$ cat config.mk
export PLATFORM = sky130hd
export DESIGN_NAME = rcs_clock_cal
export DESIGN_NICKNAME = d
export VERILOG_FILES = /design/src/include/rcs_pkg.sv /design/src/hw/rcs_clock_cal.sv
export VERILOG_INCLUDE_DIRS = /design/src /design/src/include
export SDC_FILE = /design/constraint.sdc
export NUM_CORES = 1
export LEC_CHECK = 0
export ABC_AREA = 1
export BUFFER_PORTS_ARGS = -buffer_cell sky130_fd_sc_hd__clkbuf_2
export CAP_MARGIN = 10
export CELL_PAD_IN_SITES_DETAIL_PLACEMENT = 0
export CELL_PAD_IN_SITES_GLOBAL_PLACEMENT = 1
export CORE_MARGIN = 2
export CORE_UTILIZATION = 30
export DETAILED_ROUTE_END_ITERATION = 6
export PLACE_DENSITY = 0.68
export SETUP_SLACK_MARGIN = 0.2
export SLEW_MARGIN = 0
export SYNTH_ARGS = -nofsm -noshare
export SYNTH_HDL_FRONTEND = slang
export SYNTH_SLANG_ARGS = --single-unit
$ cat constraint.sdc
create_clock -name ref_clk -period 2.2 [get_ports ref_clk]
set_clock_uncertainty 0.15 [all_clocks]
set_input_delay 0.33 -clock ref_clk [delete_from_list [all_inputs] [get_ports ref_clk]]
set_output_delay 0.33 -clock ref_clk [all_outputs]
set_load 0.05 [all_outputs]
$ cat src/include/rcs_params.svh
`ifndef RCS_PARAMS_SVH
`define RCS_PARAMS_SVH

// ==========================================================
// Register offsets
`define RCS_OFF_TRIM_HIGH   8'h00
`define RCS_OFF_TRIM_LOW    8'h01
`define RCS_OFF_SWITCH_CSR  8'h02
`define RCS_OFF_UTRIM_CTRL  8'h03
`define RCS_OFF_FACT_HIGH   8'h04
`define RCS_OFF_FACT_LOW    8'h05
`define RCS_OFF_USER_HIGH   8'h06
`define RCS_OFF_USER_LOW    8'h07

// ==========================================================
// Field positions
`define RCS_TRIM_LOW_MSB    6
`define RCS_TRIM_LOW_LSB    5
`define RCS_CSR_OSC_SEL     0
`define RCS_CSR_INTERNAL_RC_ACTIVE_FLAG     1
`define RCS_CSR_WU_FLAG     2
`define RCS_UTC_PGM         0
`define RCS_UTC_LAT         1

// ==========================================================
// Reset values
`define RCS_TRIM_HIGH_RST   8'hff
`define RCS_TRIM_LOW_RST    8'h60
`define RCS_NV_ERASED       8'hff

// ==========================================================
// Option field codes
`define RCS_STARTUP_CLOCK_OPTION_EXT       2'h0
`define RCS_STARTUP_CLOCK_OPTION_RC        2'h1
`define RCS_STARTUP_CLOCK_OPTION_WU        2'h3

// ==========================================================
// Timing
`define RCS_CLK_MHZ         125
`define RCS_PROG_TIME_US    5
`define RCS_PROG_CYCLES     (`RCS_PROG_TIME_US * `RCS_CLK_MHZ)
`define RCS_WU_WAIT_EDGES   3
`define RCS_RC_WAIT_EDGES   8
`define RCS_INTERNAL_RC_ACTIVE_FLAG_EDGES   2

`endif

$ cat src/include/rcs_pkg.sv
package rcs_pkg;
    typedef enum logic [2:0] {
        RCS_ON_RC    = 3'b000,
        RCS_TO_WU    = 3'b001,
        RCS_WU_EDGE  = 3'b010,
        RCS_ON_WU    = 3'b011,
        RCS_RC_COUNT = 3'b100,
        RCS_WU_CLR   = 3'b101,
        RCS_RC_SET   = 3'b110,
        RCS_RC_EDGE  = 3'b111
    } rcs_sw_state_t;
    typedef logic [7:0] rcs_byte_t;
endpackage

$ cat src/hw/rcs_clock_cal.sv
`timescale 1ns/1ps
`include "rcs_params.svh"
// Summary of operation
// - Oscillator trim is 10 bits: high register plus low register bits 6:5.
// - Every reset returns the trim high register to ffh.
// - Factory trim bytes are read-only; writes to them are ignored.
// - Programming session entry forces the internal RC as clock source.
// - With latch enable set, program clear and no read-out protection, user-area writes are latched.
// - Setting program start copies latched data into the user cells when the programming time has run out.
// - At end of programming, program start and latch enable clear together.
// - User-area reads with latch enable set leave the data bus undriven.
// - User-area writes with latch enable clear are ignored.
// - Read-out protection blocks user bytes; removal erases them.
// - Startup option can select the wake-up oscillator as startup clock.
// - Selecting wake-up clears RC active flag and holds clock high.
// - After 3 wake-up cycles set its flag, switch on its edge, stop RC.
// - Deselecting wake-up starts RC and counts 8 RC cycles in 4 bits.
// - Then clear wake-up flag, set Internal_rc_active_flag after 2 cycles, switch, stop.
// - Unless the external clock is selected, internal RC runs while it is the selected source and until the output has moved to wake-up.
// - Wake-up oscillator turns on in auto-wake-up halt with RC selected.
// - Wake-up oscillator always runs when external clock is selected, except while the in-circuit link forces the RC.
module rcs_clock_cal
    import rcs_pkg::*;
(
    input  wire logic             ref_clk,
    input  wire logic             rst_b,
    input  wire logic [7:0]       addr,
    input  wire rcs_pkg::rcs_byte_t wdata,
    input  wire logic             wr_stb,
    input  wire logic             rd_stb,
    output      rcs_pkg::rcs_byte_t rdata,
    output      logic             rdata_oe_b,
    input  wire rcs_pkg::rcs_byte_t factory_trim_high,
    input  wire rcs_pkg::rcs_byte_t factory_trim_low,
    input  wire logic [1:0]       startup_clock_option,
    input  wire logic             in_circuit_link_38,
    input  wire logic             readout_protect,
    input  wire logic             readout_unprotect,
    input  wire logic             halt_auto_wakeup,
    input  wire logic             rc_osc_level,
    input  wire logic             wu_osc_level,
    output      logic [9:0]       trim_value,
    output      logic             rc_osc_en,
    output      logic             wu_osc_en,
    output      logic             clk_out,
    output      logic             prog_busy
);
    import rcs_pkg::*;

    // ======================================================
    // Register state
    rcs_byte_t     rc_trim_high_reg;
    logic [1:0]    rc_trim_low_reg;
    logic          oscillator_select_reg;
    logic          internal_rc_active_flag_reg;
    logic          wakeup_osc_active_flag_reg;
    logic          user_trim_latch_enable_reg;
    logic          user_trim_program_start_reg;
    rcs_byte_t     user_trim_high_byte_reg;
    rcs_byte_t     user_trim_low_byte_reg;
    rcs_byte_t     latch_high_reg;
    rcs_byte_t     latch_low_reg;
    logic [15:0]   prog_cnt_reg;
    rcs_byte_t     rdata_reg;
    logic          rdata_oe_b_reg;
    logic          opt_taken_reg;
    logic [1:0]    startup_clock_option_reg;
    rcs_sw_state_t sw_state_reg;
    rcs_sw_state_t sw_state_next;
    logic [3:0]    edge_cnt_reg;
    logic          rc_prev_reg;
    logic          wu_prev_reg;
    logic          clk_out_reg;
    logic          rc_en_reg;
    logic          wu_en_reg;

    // ======================================================
    // Address decode
    wire sel_hi   = (addr == `RCS_OFF_TRIM_HIGH);
    wire sel_lo   = (addr == `RCS_OFF_TRIM_LOW);
    wire sel_csr  = (addr == `RCS_OFF_SWITCH_CSR);
    wire sel_utc  = (addr == `RCS_OFF_UTRIM_CTRL);
    wire sel_fhi  = (addr == `RCS_OFF_FACT_HIGH);
    wire sel_flo  = (addr == `RCS_OFF_FACT_LOW);
    wire sel_uhi  = (addr == `RCS_OFF_USER_HIGH);
    wire sel_ulo  = (addr == `RCS_OFF_USER_LOW);
    wire sel_user = sel_uhi | sel_ulo;

    // User-area access qualification
    wire prog_end   = user_trim_program_start_reg &&
                      (prog_cnt_reg == 16'(`RCS_PROG_CYCLES - 1));
    wire latch_ok   = user_trim_latch_enable_reg &&
                      !user_trim_program_start_reg && !readout_protect;
    wire wr_latch   = wr_stb && sel_user && latch_ok;
    wire start_pgm  = wr_stb && sel_utc && latch_ok &&
                      wdata[`RCS_UTC_PGM];
    wire wr_utc     = wr_stb && sel_utc && !user_trim_program_start_reg;
    wire user_float = sel_user && user_trim_latch_enable_reg;

    // Clock source qualification
    wire force_rc  = in_circuit_link_38;
    wire want_wu   = oscillator_select_reg && !force_rc;
    wire ext_sel   = (startup_clock_option_reg == `RCS_STARTUP_CLOCK_OPTION_EXT) && !force_rc;
    wire rc_rise   = rc_osc_level && !rc_prev_reg;
    wire wu_rise   = wu_osc_level && !wu_prev_reg;
    wire on_rc_now = (sw_state_reg == RCS_ON_RC);

    // Read data mux
    rcs_byte_t rd_mux;
    assign rd_mux =
        sel_hi  ? rc_trim_high_reg :
        sel_lo  ? {1'b0, rc_trim_low_reg, 5'h00} :
        sel_csr ? {5'h00, wakeup_osc_active_flag_reg,
                   internal_rc_active_flag_reg, oscillator_select_reg} :
        sel_utc ? {6'h00, user_trim_latch_enable_reg,
                   user_trim_program_start_reg} :
        sel_fhi ? factory_trim_high :
        sel_flo ? {1'b0, factory_trim_low[6:5], 5'h00} :
        (sel_uhi && !readout_protect) ? user_trim_high_byte_reg :
        (sel_ulo && !readout_protect) ? user_trim_low_byte_reg :
        8'h00;

    // ======================================================
    // Trim registers, reset to default every reset
    always_ff @(posedge ref_clk or negedge rst_b) begin
        if (!rst_b) begin
            rc_trim_high_reg <= `RCS_TRIM_HIGH_RST;
            rc_trim_low_reg  <= 2'(`RCS_TRIM_LOW_RST >> 5);
        end else if (wr_stb && sel_hi) begin
            rc_trim_high_reg <= wdata;
        end else if (wr_stb && sel_lo) begin
            rc_trim_low_reg  <=
                wdata[`RCS_TRIM_LOW_MSB:`RCS_TRIM_LOW_LSB];
        end
    end

    // Read port, data one cycle after the strobe
    always_ff @(posedge ref_clk or negedge rst_b) begin
        if (!rst_b) begin
            rdata_reg      <= 8'h00;
            rdata_oe_b_reg <= 1'b1;
        end else begin
            rdata_reg      <= (rd_stb && !user_float) ? rd_mux : 8'h00;
            rdata_oe_b_reg <= !(rd_stb && !user_float);
        end
    end

    // ======================================================
    // User trim latch and program control
    always_ff @(posedge ref_clk or negedge rst_b) begin
        if (!rst_b) begin
            user_trim_latch_enable_reg  <= 1'b0;
            user_trim_program_start_reg <= 1'b0;
        end else if (prog_end) begin
            user_trim_latch_enable_reg  <= 1'b0;
            user_trim_program_start_reg <= 1'b0;
        end else if (start_pgm) begin
            user_trim_program_start_reg <= 1'b1;
        end else if (wr_utc) begin
            user_trim_latch_enable_reg  <= wdata[`RCS_UTC_LAT];
        end
    end

    // Programming cycle timer
    always_ff @(posedge ref_clk or negedge rst_b) begin
        if (!rst_b) begin
            prog_cnt_reg <= 16'h0000;
        end else if (user_trim_program_start_reg && !prog_end) begin
            prog_cnt_reg <= prog_cnt_reg + 16'h0001;
        end else begin
            prog_cnt_reg <= 16'h0000;
        end
    end

    // Latches for the two user bytes
    always_ff @(posedge ref_clk or negedge rst_b) begin
        if (!rst_b) begin
            latch_high_reg <= `RCS_NV_ERASED;
            latch_low_reg  <= `RCS_NV_ERASED;
        end else if (wr_latch && sel_uhi) begin
            latch_high_reg <= wdata;
        end else if (wr_latch && sel_ulo) begin
            latch_low_reg  <= wdata;
        end
    end

    // Non-volatile user cells, erased on protection removal
    always_ff @(posedge ref_clk or negedge rst_b) begin
        if (!rst_b) begin
            user_trim_high_byte_reg <= `RCS_NV_ERASED;
            user_trim_low_byte_reg  <= `RCS_NV_ERASED;
        end else if (readout_unprotect) begin
            user_trim_high_byte_reg <= `RCS_NV_ERASED;
            user_trim_low_byte_reg  <= `RCS_NV_ERASED;
        end else if (prog_end) begin
            user_trim_high_byte_reg <= latch_high_reg;
            user_trim_low_byte_reg  <= latch_low_reg;
        end
    end

    // ======================================================
    // Startup option captured once after reset release
    always_ff @(posedge ref_clk or negedge rst_b) begin
        if (!rst_b) begin
            opt_taken_reg <= 1'b0;
            startup_clock_option_reg     <= `RCS_STARTUP_CLOCK_OPTION_RC;
        end else if (!opt_taken_reg) begin
            opt_taken_reg <= 1'b1;
            startup_clock_option_reg     <= startup_clock_option;
        end
    end

    // Oscillator select bit, preset by the startup option
    always_ff @(posedge ref_clk or negedge rst_b) begin
        if (!rst_b) begin
            oscillator_select_reg <= 1'b0;
        end else if (!opt_taken_reg) begin
            oscillator_select_reg <=
                (startup_clock_option == `RCS_STARTUP_CLOCK_OPTION_WU);
        end else if (wr_stb && sel_csr) begin
            oscillator_select_reg <= wdata[`RCS_CSR_OSC_SEL];
        end
    end

    // ======================================================
    // Handover state machine
    always_comb begin
        sw_state_next = sw_state_reg;
        case (sw_state_reg)
            RCS_ON_RC: begin
                if (want_wu) begin
                    sw_state_next = RCS_TO_WU;
                end
            end
            RCS_TO_WU: begin
                if (wu_rise &&
                    edge_cnt_reg == 4'(`RCS_WU_WAIT_EDGES - 1)) begin
                    sw_state_next = RCS_WU_EDGE;
                end
            end
            RCS_WU_EDGE: begin
                if (wu_rise) begin
                    sw_state_next = RCS_ON_WU;
                end
            end
            RCS_ON_WU: begin
                if (!want_wu) begin
                    sw_state_next = RCS_RC_COUNT;
                end
            end
            RCS_RC_COUNT: begin
                if (rc_rise &&
                    edge_cnt_reg == 4'(`RCS_RC_WAIT_EDGES - 1)) begin
                    sw_state_next = RCS_WU_CLR;
                end
            end
            RCS_WU_CLR: begin
                if (wu_rise) begin
                    sw_state_next = RCS_RC_SET;
                end
            end
            RCS_RC_SET: begin
                if (rc_rise &&
                    edge_cnt_reg == 4'(`RCS_INTERNAL_RC_ACTIVE_FLAG_EDGES - 1)) begin
                    sw_state_next = RCS_RC_EDGE;
                end
            end
            RCS_RC_EDGE: begin
                if (rc_rise) begin
                    sw_state_next = RCS_ON_RC;
                end
            end
            default: begin
                sw_state_next = RCS_ON_RC;
            end
        endcase
    end

    // State register and edge history
    always_ff @(posedge ref_clk or negedge rst_b) begin
        if (!rst_b) begin
            sw_state_reg <= RCS_ON_RC;
            rc_prev_reg  <= 1'b0;
            wu_prev_reg  <= 1'b0;
        end else begin
            sw_state_reg <= sw_state_next;
            rc_prev_reg  <= rc_osc_level;
            wu_prev_reg  <= wu_osc_level;
        end
    end

    // Edge counter, cleared on every state change
    always_ff @(posedge ref_clk or negedge rst_b) begin
        if (!rst_b) begin
            edge_cnt_reg <= 4'h0;
        end else if (sw_state_next != sw_state_reg) begin
            edge_cnt_reg <= 4'h0;
        end else if ((sw_state_reg == RCS_TO_WU && wu_rise) ||
                     (sw_state_reg == RCS_RC_COUNT && rc_rise) ||
                     (sw_state_reg == RCS_RC_SET && rc_rise)) begin
            edge_cnt_reg <= edge_cnt_reg + 4'h1;
        end
    end

    // Active flags: wake-up flag moved on wake-up edges, RC flag set on an RC edge and cleared on selection
    always_ff @(posedge ref_clk or negedge rst_b) begin
        if (!rst_b) begin
            internal_rc_active_flag_reg <= 1'b1;
            wakeup_osc_active_flag_reg  <= 1'b0;
        end else begin
            if (sw_state_reg == RCS_ON_RC && want_wu) begin
                internal_rc_active_flag_reg <= 1'b0;
            end else if (sw_state_reg == RCS_RC_SET &&
                         sw_state_next == RCS_RC_EDGE) begin
                internal_rc_active_flag_reg <= 1'b1;
            end
            if (sw_state_reg == RCS_TO_WU &&
                sw_state_next == RCS_WU_EDGE) begin
                wakeup_osc_active_flag_reg <= 1'b1;
            end else if (sw_state_reg == RCS_WU_CLR && wu_rise) begin
                wakeup_osc_active_flag_reg <= 1'b0;
            end
        end
    end

    // Output clock: held high in handover, follows the owner otherwise
    always_ff @(posedge ref_clk or negedge rst_b) begin
        if (!rst_b) begin
            clk_out_reg <= 1'b1;
        end else if (sw_state_next == RCS_ON_RC) begin
            clk_out_reg <= rc_osc_level;
        end else if (sw_state_next == RCS_ON_WU) begin
            clk_out_reg <= wu_osc_level;
        end else begin
            clk_out_reg <= 1'b1;
        end
    end

    // Oscillator enables
    always_ff @(posedge ref_clk or negedge rst_b) begin
        if (!rst_b) begin
            rc_en_reg <= 1'b1;
            wu_en_reg <= 1'b0;
        end else begin
            // RC keeps running until the output has moved to wake-up
            rc_en_reg <= force_rc || (!ext_sel &&
                         sw_state_next != RCS_ON_WU);
            wu_en_reg <= ext_sel ||
                         (on_rc_now && halt_auto_wakeup) ||
                         (!ext_sel && sw_state_next != RCS_ON_RC);
        end
    end

    // ======================================================
    // Outputs
    assign rdata      = rdata_reg;
    assign rdata_oe_b = rdata_oe_b_reg;
    assign trim_value = {rc_trim_high_reg, rc_trim_low_reg};
    assign rc_osc_en  = rc_en_reg;
    assign wu_osc_en  = wu_en_reg;
    assign clk_out    = clk_out_reg;
    assign prog_busy  = user_trim_program_start_reg;
endmodule

=== Yosys cells after proc, flatten, opt, wreduce, memory -nomap -nowiden ===
Index checks and enable logic that the tools add are counted.

* Logic and storage cells: 156
* Bits in registers: 87

* Reductions and logical operators: 64
* Add/sub/neg operators: 2
* Muxes and demuxes: 38
* Bitwise logic cells: 3
* Eq/ne operators: 26

{| class="wikitable"
|+ Operator list
! operator !! number
|-
| two-way mux 8 bit || 13
|-
| logical AND 1 bit || 36
|-
| equality test 8 x 3 -> 1 bit, second input constant || 4
|-
| two-way mux 3 bit || 8
|-
| case mux 3 bit (8 select lines) || 1
|-
| adder 16 x 1 -> 16 bit, second input constant || 1
|-
| equality test 16 x 10 -> 1 bit, second input constant || 1
|-
| equality test 8 x 2 -> 1 bit, second input constant || 2
|-
| two-way mux 16 bit || 1
|-
| equality test 3 bit, second input constant || 5
|-
| two-way mux 1 bit || 13
|-
| equality test 3 x 2 -> 1 bit, second input constant || 4
|-
| nonzero test 2 bit || 6
|-
| zero test 1 bit || 9
|-
| equality test 8 x 1 -> 1 bit, second input constant || 1
|-
| zero test 8 bit || 1
|-
| two-way mux 4 bit || 2
|-
| zero test 3 bit || 2
|-
| AND reduction 2 bit || 3
|-
| logical OR 1 bit || 5
|-
| adder 4 x 1 -> 4 bit, second input constant || 1
|-
| equality test 4 x 1 -> 1 bit, second input constant || 1
|-
| equality test 4 x 2 -> 1 bit, second input constant || 1
|-
| equality test 4 x 3 -> 1 bit, second input constant || 1
|-
| other kinds (10) || 11
|}

=== Depth between registers and ports, before layout ===
* Word-level depth: 11
* Depth in mapped cells: 12
* Gate-level depth less buffers: 12

=== Worst setup path before layout ===
Ideal clock, no wire load.

* Path type: register to register
* Start: register user_trim_program_start_reg (netlist: prog_busy)
* End: register prog_cnt_reg[14]
* Data arrival time: 1.444 ns
* Library setup time: 0.077 ns
* Stages on the path, launching flop included: 8
* Path slack: 0.529 ns
* Clock period less this slack: 1.671 ns
* Buffers on the path: 1
* Cell sequence: dfrtp_1 inv_1 nand2_1 nor2_1 nand4_1 nand3_2 buf_6 a21oi_1

* Word-level cells in the longest chain between the ends: 4

{| class="wikitable"
|+ RTL lines
! what !! RTL line !! source
|-
| start: declaration || rcs_clock_cal.sv:58 || <nowiki>logic user_trim_program_start_reg;</nowiki>
|-
| start signal: assignment || rcs_clock_cal.sv:153 || <nowiki>user_trim_program_start_reg <= 1'b0;</nowiki>
|-
| start signal: assignment || rcs_clock_cal.sv:156 || <nowiki>user_trim_program_start_reg <= 1'b0;</nowiki>
|-
| start signal: assignment || rcs_clock_cal.sv:158 || <nowiki>user_trim_program_start_reg <= 1'b1;</nowiki>
|-
| logical AND 1 bit || rcs_clock_cal.sv:90 || <nowiki>wire prog_end = user_trim_program_start_reg &&</nowiki>
|-
| zero test 1 bit || rcs_clock_cal.sv:168 || <nowiki>end else if (user_trim_program_start_reg && !prog_end) begin</nowiki>
|-
| logical AND 1 bit * || rcs_clock_cal.sv:168 ||
|-
| two-way mux 16 bit * || rcs_clock_cal.sv:168 ||
|-
| end signal: assignment || rcs_clock_cal.sv:169 || <nowiki>prog_cnt_reg <= prog_cnt_reg + 16'h0001;</nowiki>
|-
| end: declaration || rcs_clock_cal.sv:63 || <nowiki>logic [15:0] prog_cnt_reg;</nowiki>
|}

Mark *: on every way between the ends. The rest lies on a longest branch, timed or not.
A chain may end at the register's enable or synchronous reset.

=== Final worst setup path ===
* Start: register prog_cnt_reg[0]
* End: register user_trim_latch_enable_reg

* Word-level cells in the longest chain between the ends: 4
* Elaborated cells on any way between the ends: 6

{| class="wikitable"
|+ RTL lines
! what !! RTL line !! source
|-
| equality test 16 x 10 -> 1 bit * || rcs_clock_cal.sv:91 || <nowiki>(prog_cnt_reg == 16'(`RCS_PROG_CYCLES - 1));</nowiki>
|-
| logical AND 1 bit * || rcs_clock_cal.sv:90 ||
|-
| != test 2 bit (no source line) or nonzero test 2 bit (tied branches) || -- ||
|-
| AND reduction 2 bit (no source line) || -- ||
|-
| end signal: assignment || rcs_clock_cal.sv:160 || <nowiki>user_trim_latch_enable_reg <= wdata[`RCS_UTC_LAT];</nowiki>
|-
| end: declaration || rcs_clock_cal.sv:57 || <nowiki>logic user_trim_latch_enable_reg;</nowiki>
|}

Marks and branches as above.

==> flow_summary_export.csv <==
group,metric,value,unit
route,drtIter0Drc,335,
synth,synth-async-reset-ratio,100,%
synth,syn_nets,596,
cells_and_area,syn_to_final_growth,20.4,%
setup_path,path_cells,"inv_1 -> ha_1 -> nand4_1 -> nor2_1 -> nand4_1 -> buf_4 -> buf_4 -> nand2_1 -> o21ai_0",
setup_path,crit_path_start_kind,"flop",
sta,final-hold-violation-count,0,
placement,placed_area,0.00490,mm^2
route,ant_nets,0,
sta,setup_tns,0,ps
route,viasPerCell,4.68,
cells_and_area,nets,668,
route,routed_wl,11400,um
route,wire_per_inst,14.1,um
synth,synthDistinctLibCells,35,
sta,rsz0062_at_grt,"yes",
route,vias,3784,
flow_run,max_cap_viol_count,0,
cells_and_area,fillers,1512,
sta,layout_min_cycle_time,1860,ps
worst_hold_path,hold_class,"in2reg",
floorplanning,core_area,0.0144,mm^2
synth,syn_inst,547,
sta,final_max_slew_viol_count,0,
clocking,clk_latency,340,ps
route,first_pass_iters,5,
cells_and_area,fin_area,0.00527,mm^2
placement,globalplace.congestion,0.854,
setup_path,crit_required,2270,ps
sta,max_freq,0.538,GHz
setup_path,arrival,1930,ps
floorplanning,die_y,125,um
floorplanning,fp.dieW,125,um
cells_and_area,diodes,0,
clocking,clk_pin_slew,60,ps
route,drc,0,
clocking,root_buffer,"clkbuf_16",
synth,synth_ff_type,"dfstp_2",
sta,holdWs,68.2,ps
setup_path,cp_top_family,"buffers and inverters",
grt,grt_overflow_total,0,
power,power.leakage,2.45,nW
clocking,clockBufferDepth,2,
outcome,status,"completed",
synth,seq_area_frac_synth,51.1,%
power,power.density,792,mW/mm^2
setup_path,crit_type,"reg2reg",
setup_path,path_buf_inv,3,
setup_path,cpPeakStageDelay,420,ps
placement,io_buffers,60,
setup_path,regToRegSetupSlack,340,ps
synth,syn_area_per_cell,8.00,um^2
floorplanning,initial_core_util,30.5,%
floorplanning,num_rows,44,
synth,yosys.area.top_type,"dfstp_2",
setup_path,crit_slowest_cell,"dfrtp_1",
setup_path,critPathCaptureType,"flop",
cells_and_area,final_cell_count_no_fill,808,
synth,synth_area_leaders,"dfstp_2 (28%), dfrtp_1 (23%), nand2_1 (13%)",
synth,synth_edf_count,0,
power,ir_worst_vdd,405,uV
sta,fin_crit_sh,84.5,%
synth,synth_top_cell_area_share,28.2,%
setup_path,path_max_fanout,17,
clocking,htreeDepth,3,
grt,grt_max_degree,45,
power,total_power,0.00417,W
grt,first_global_vias,3820,
synth,synth_warnings,0,
clocking,clkSinkCount,87,
synth,netlist_area,0.00438,mm^2
clocking,cts_tree,"done",
grt,grt_use_total,15.4,%
sta,finalSetupViolCount,0,
cells_and_area,drive_gt1_share,25.0,%
floorplanning,die-area,0.0156,mm^2
floorplanning,ios,67,
synth,ys_ff_latch,87,
clocking,tritoncts.num_buffers,9,
grt,antenna_found_initial,0,
placement,dpl.hpwl,8220,um
placement,dpl.cell_count,787,
grt,grt_pass1_wl,19300,um
cells_and_area,largest_reg_flops,16,
worst register-to-register path: cells and delay by family (launching register included):
family,cells,cell delay [ps]
buf+inv,3,500
simple gates,4,470
flops,1,420
fa+ha+maj,1,140
compound gates,1,80
layer usage:
| metal | GRT usage (%) | vias to the layer above | wire (um) |
|---|---|---|---|
| met5 | 0 | - | 0 |
| met4 | 6.01 | 0 | 240 |
| met3 | 3.09 | 17 | 380 |
| met2 | 23.6 | 62 | 5200 |
| met1 | 21.3 | 1797 | 5550 |
| li1 | - | 1908 | - |
kinds of logic (layout without fill, tap and decap cells):
family	Yosys count	after routing	share of synthesized area, %
AOI/OAI and AO/OA	73	73	8.61
xor gates and xnor gates	8	8	1.60
adders and majority gates	5	5	1.43
buffers and inverters	71	147	6.77
DFF	87	87	51.1
other	1	1	0.0857
and+or+nand+nor	302	303	30.4
final timing paths:
kind	endpoint	from	cells past startpoint
max	user_trim_latch_enable_reg	prog_cnt_reg[0]	9
max in group asynchronous	clk_out	rst_b	3
min	rc_osc_en	in_circuit_link_38	3
min in group asynchronous	opt_taken_reg	rst_b	2
max reg2reg	user_trim_latch_enable_reg	prog_cnt_reg[0]	9
min reg2reg	user_trim_high_byte_reg[6]	user_trim_high_byte_reg[6]	2
what timing repair did:
| action | 4_1_cts | 5_1_grt |
|---|---|---|
| pin swaps | 0 | 1 |
| resized for setup | 1 | 2 |
| setup endpoints to repair | 1 | 36 |
| cloned | 0 | 1 |
| endpoints found under the hold margin | 24 | 0 |
| hold buffers | 3 | 0 |
| setup buffers | 0 | 1 |
report_power, final:
| group | switching [W] | internal [W] | leakage [nW] |
|---|---|---|---|
| combinational | 0.000503 | 0.000225 | 1.27 |
| sequential | 0.000103 | 0.00174 | 1.03 |
| clock | 0.000671 | 0.000928 | 0.154 |
per-stage QoR:
stage | setup WS, ps | util, %
global placement | 256 | 34.1
global route | 154 | 36.7
CTS | 311 | 36.5
detailed placement | 232 | 34.1
floorplan | 529 | -
finish | 340 | 36.7
cell type report:
class / instances / area, um^2 / area share (%)
Clock buffer: 10 / 239 / 4.53
Clock inverter: 6 / 73.8 / 1.40
Inverter: 60 / 225 / 4.27
Multi-Input combinational cell: 390 / 1860 / 35.3
Sequential cell: 87 / 2240 / 42.4
Tap cell: 184 / 230 / 4.37
Timing Repair Buffer: 71 / 405 / 7.69
cells in the final DEF, fill, tap and decap left out, drive strengths merged:
cell           n
a21oi         16
a31oi          1
and2           1
buf            9
bufinv         1
clkbuf        69
clkinv         3
conb           1
dfrtp         40
dfstp         47
dlygate4sd3    3
ha             5
inv           62
nand2        160
nand3         31
nand3b         4
nand4         15
nor2          65
nor3          23
nor3b          1
nor4           1
o211ai         1
o21ai         54
o22ai          1
or2            2
xor2           8
synth_stat cells (2+ instances only):
cell	count
dfstp_2	47
nor2_4	2
nand3_1	30
nor2_1	59
nor3_2	3
inv_1	55
o21ai_0	40
dfrtp_1	40
xor2_1	8
ha_1	5
nand2_1	154
buf_2	6
o21ai_1	14
nor3_1	20
a21oi_1	16
nand3b_1	4
buf_6	2
nand4_1	14
nand2_2	5
inv_2	4
nor2_2	4
buf_4	2
Power figures use the tool's default switching activity.
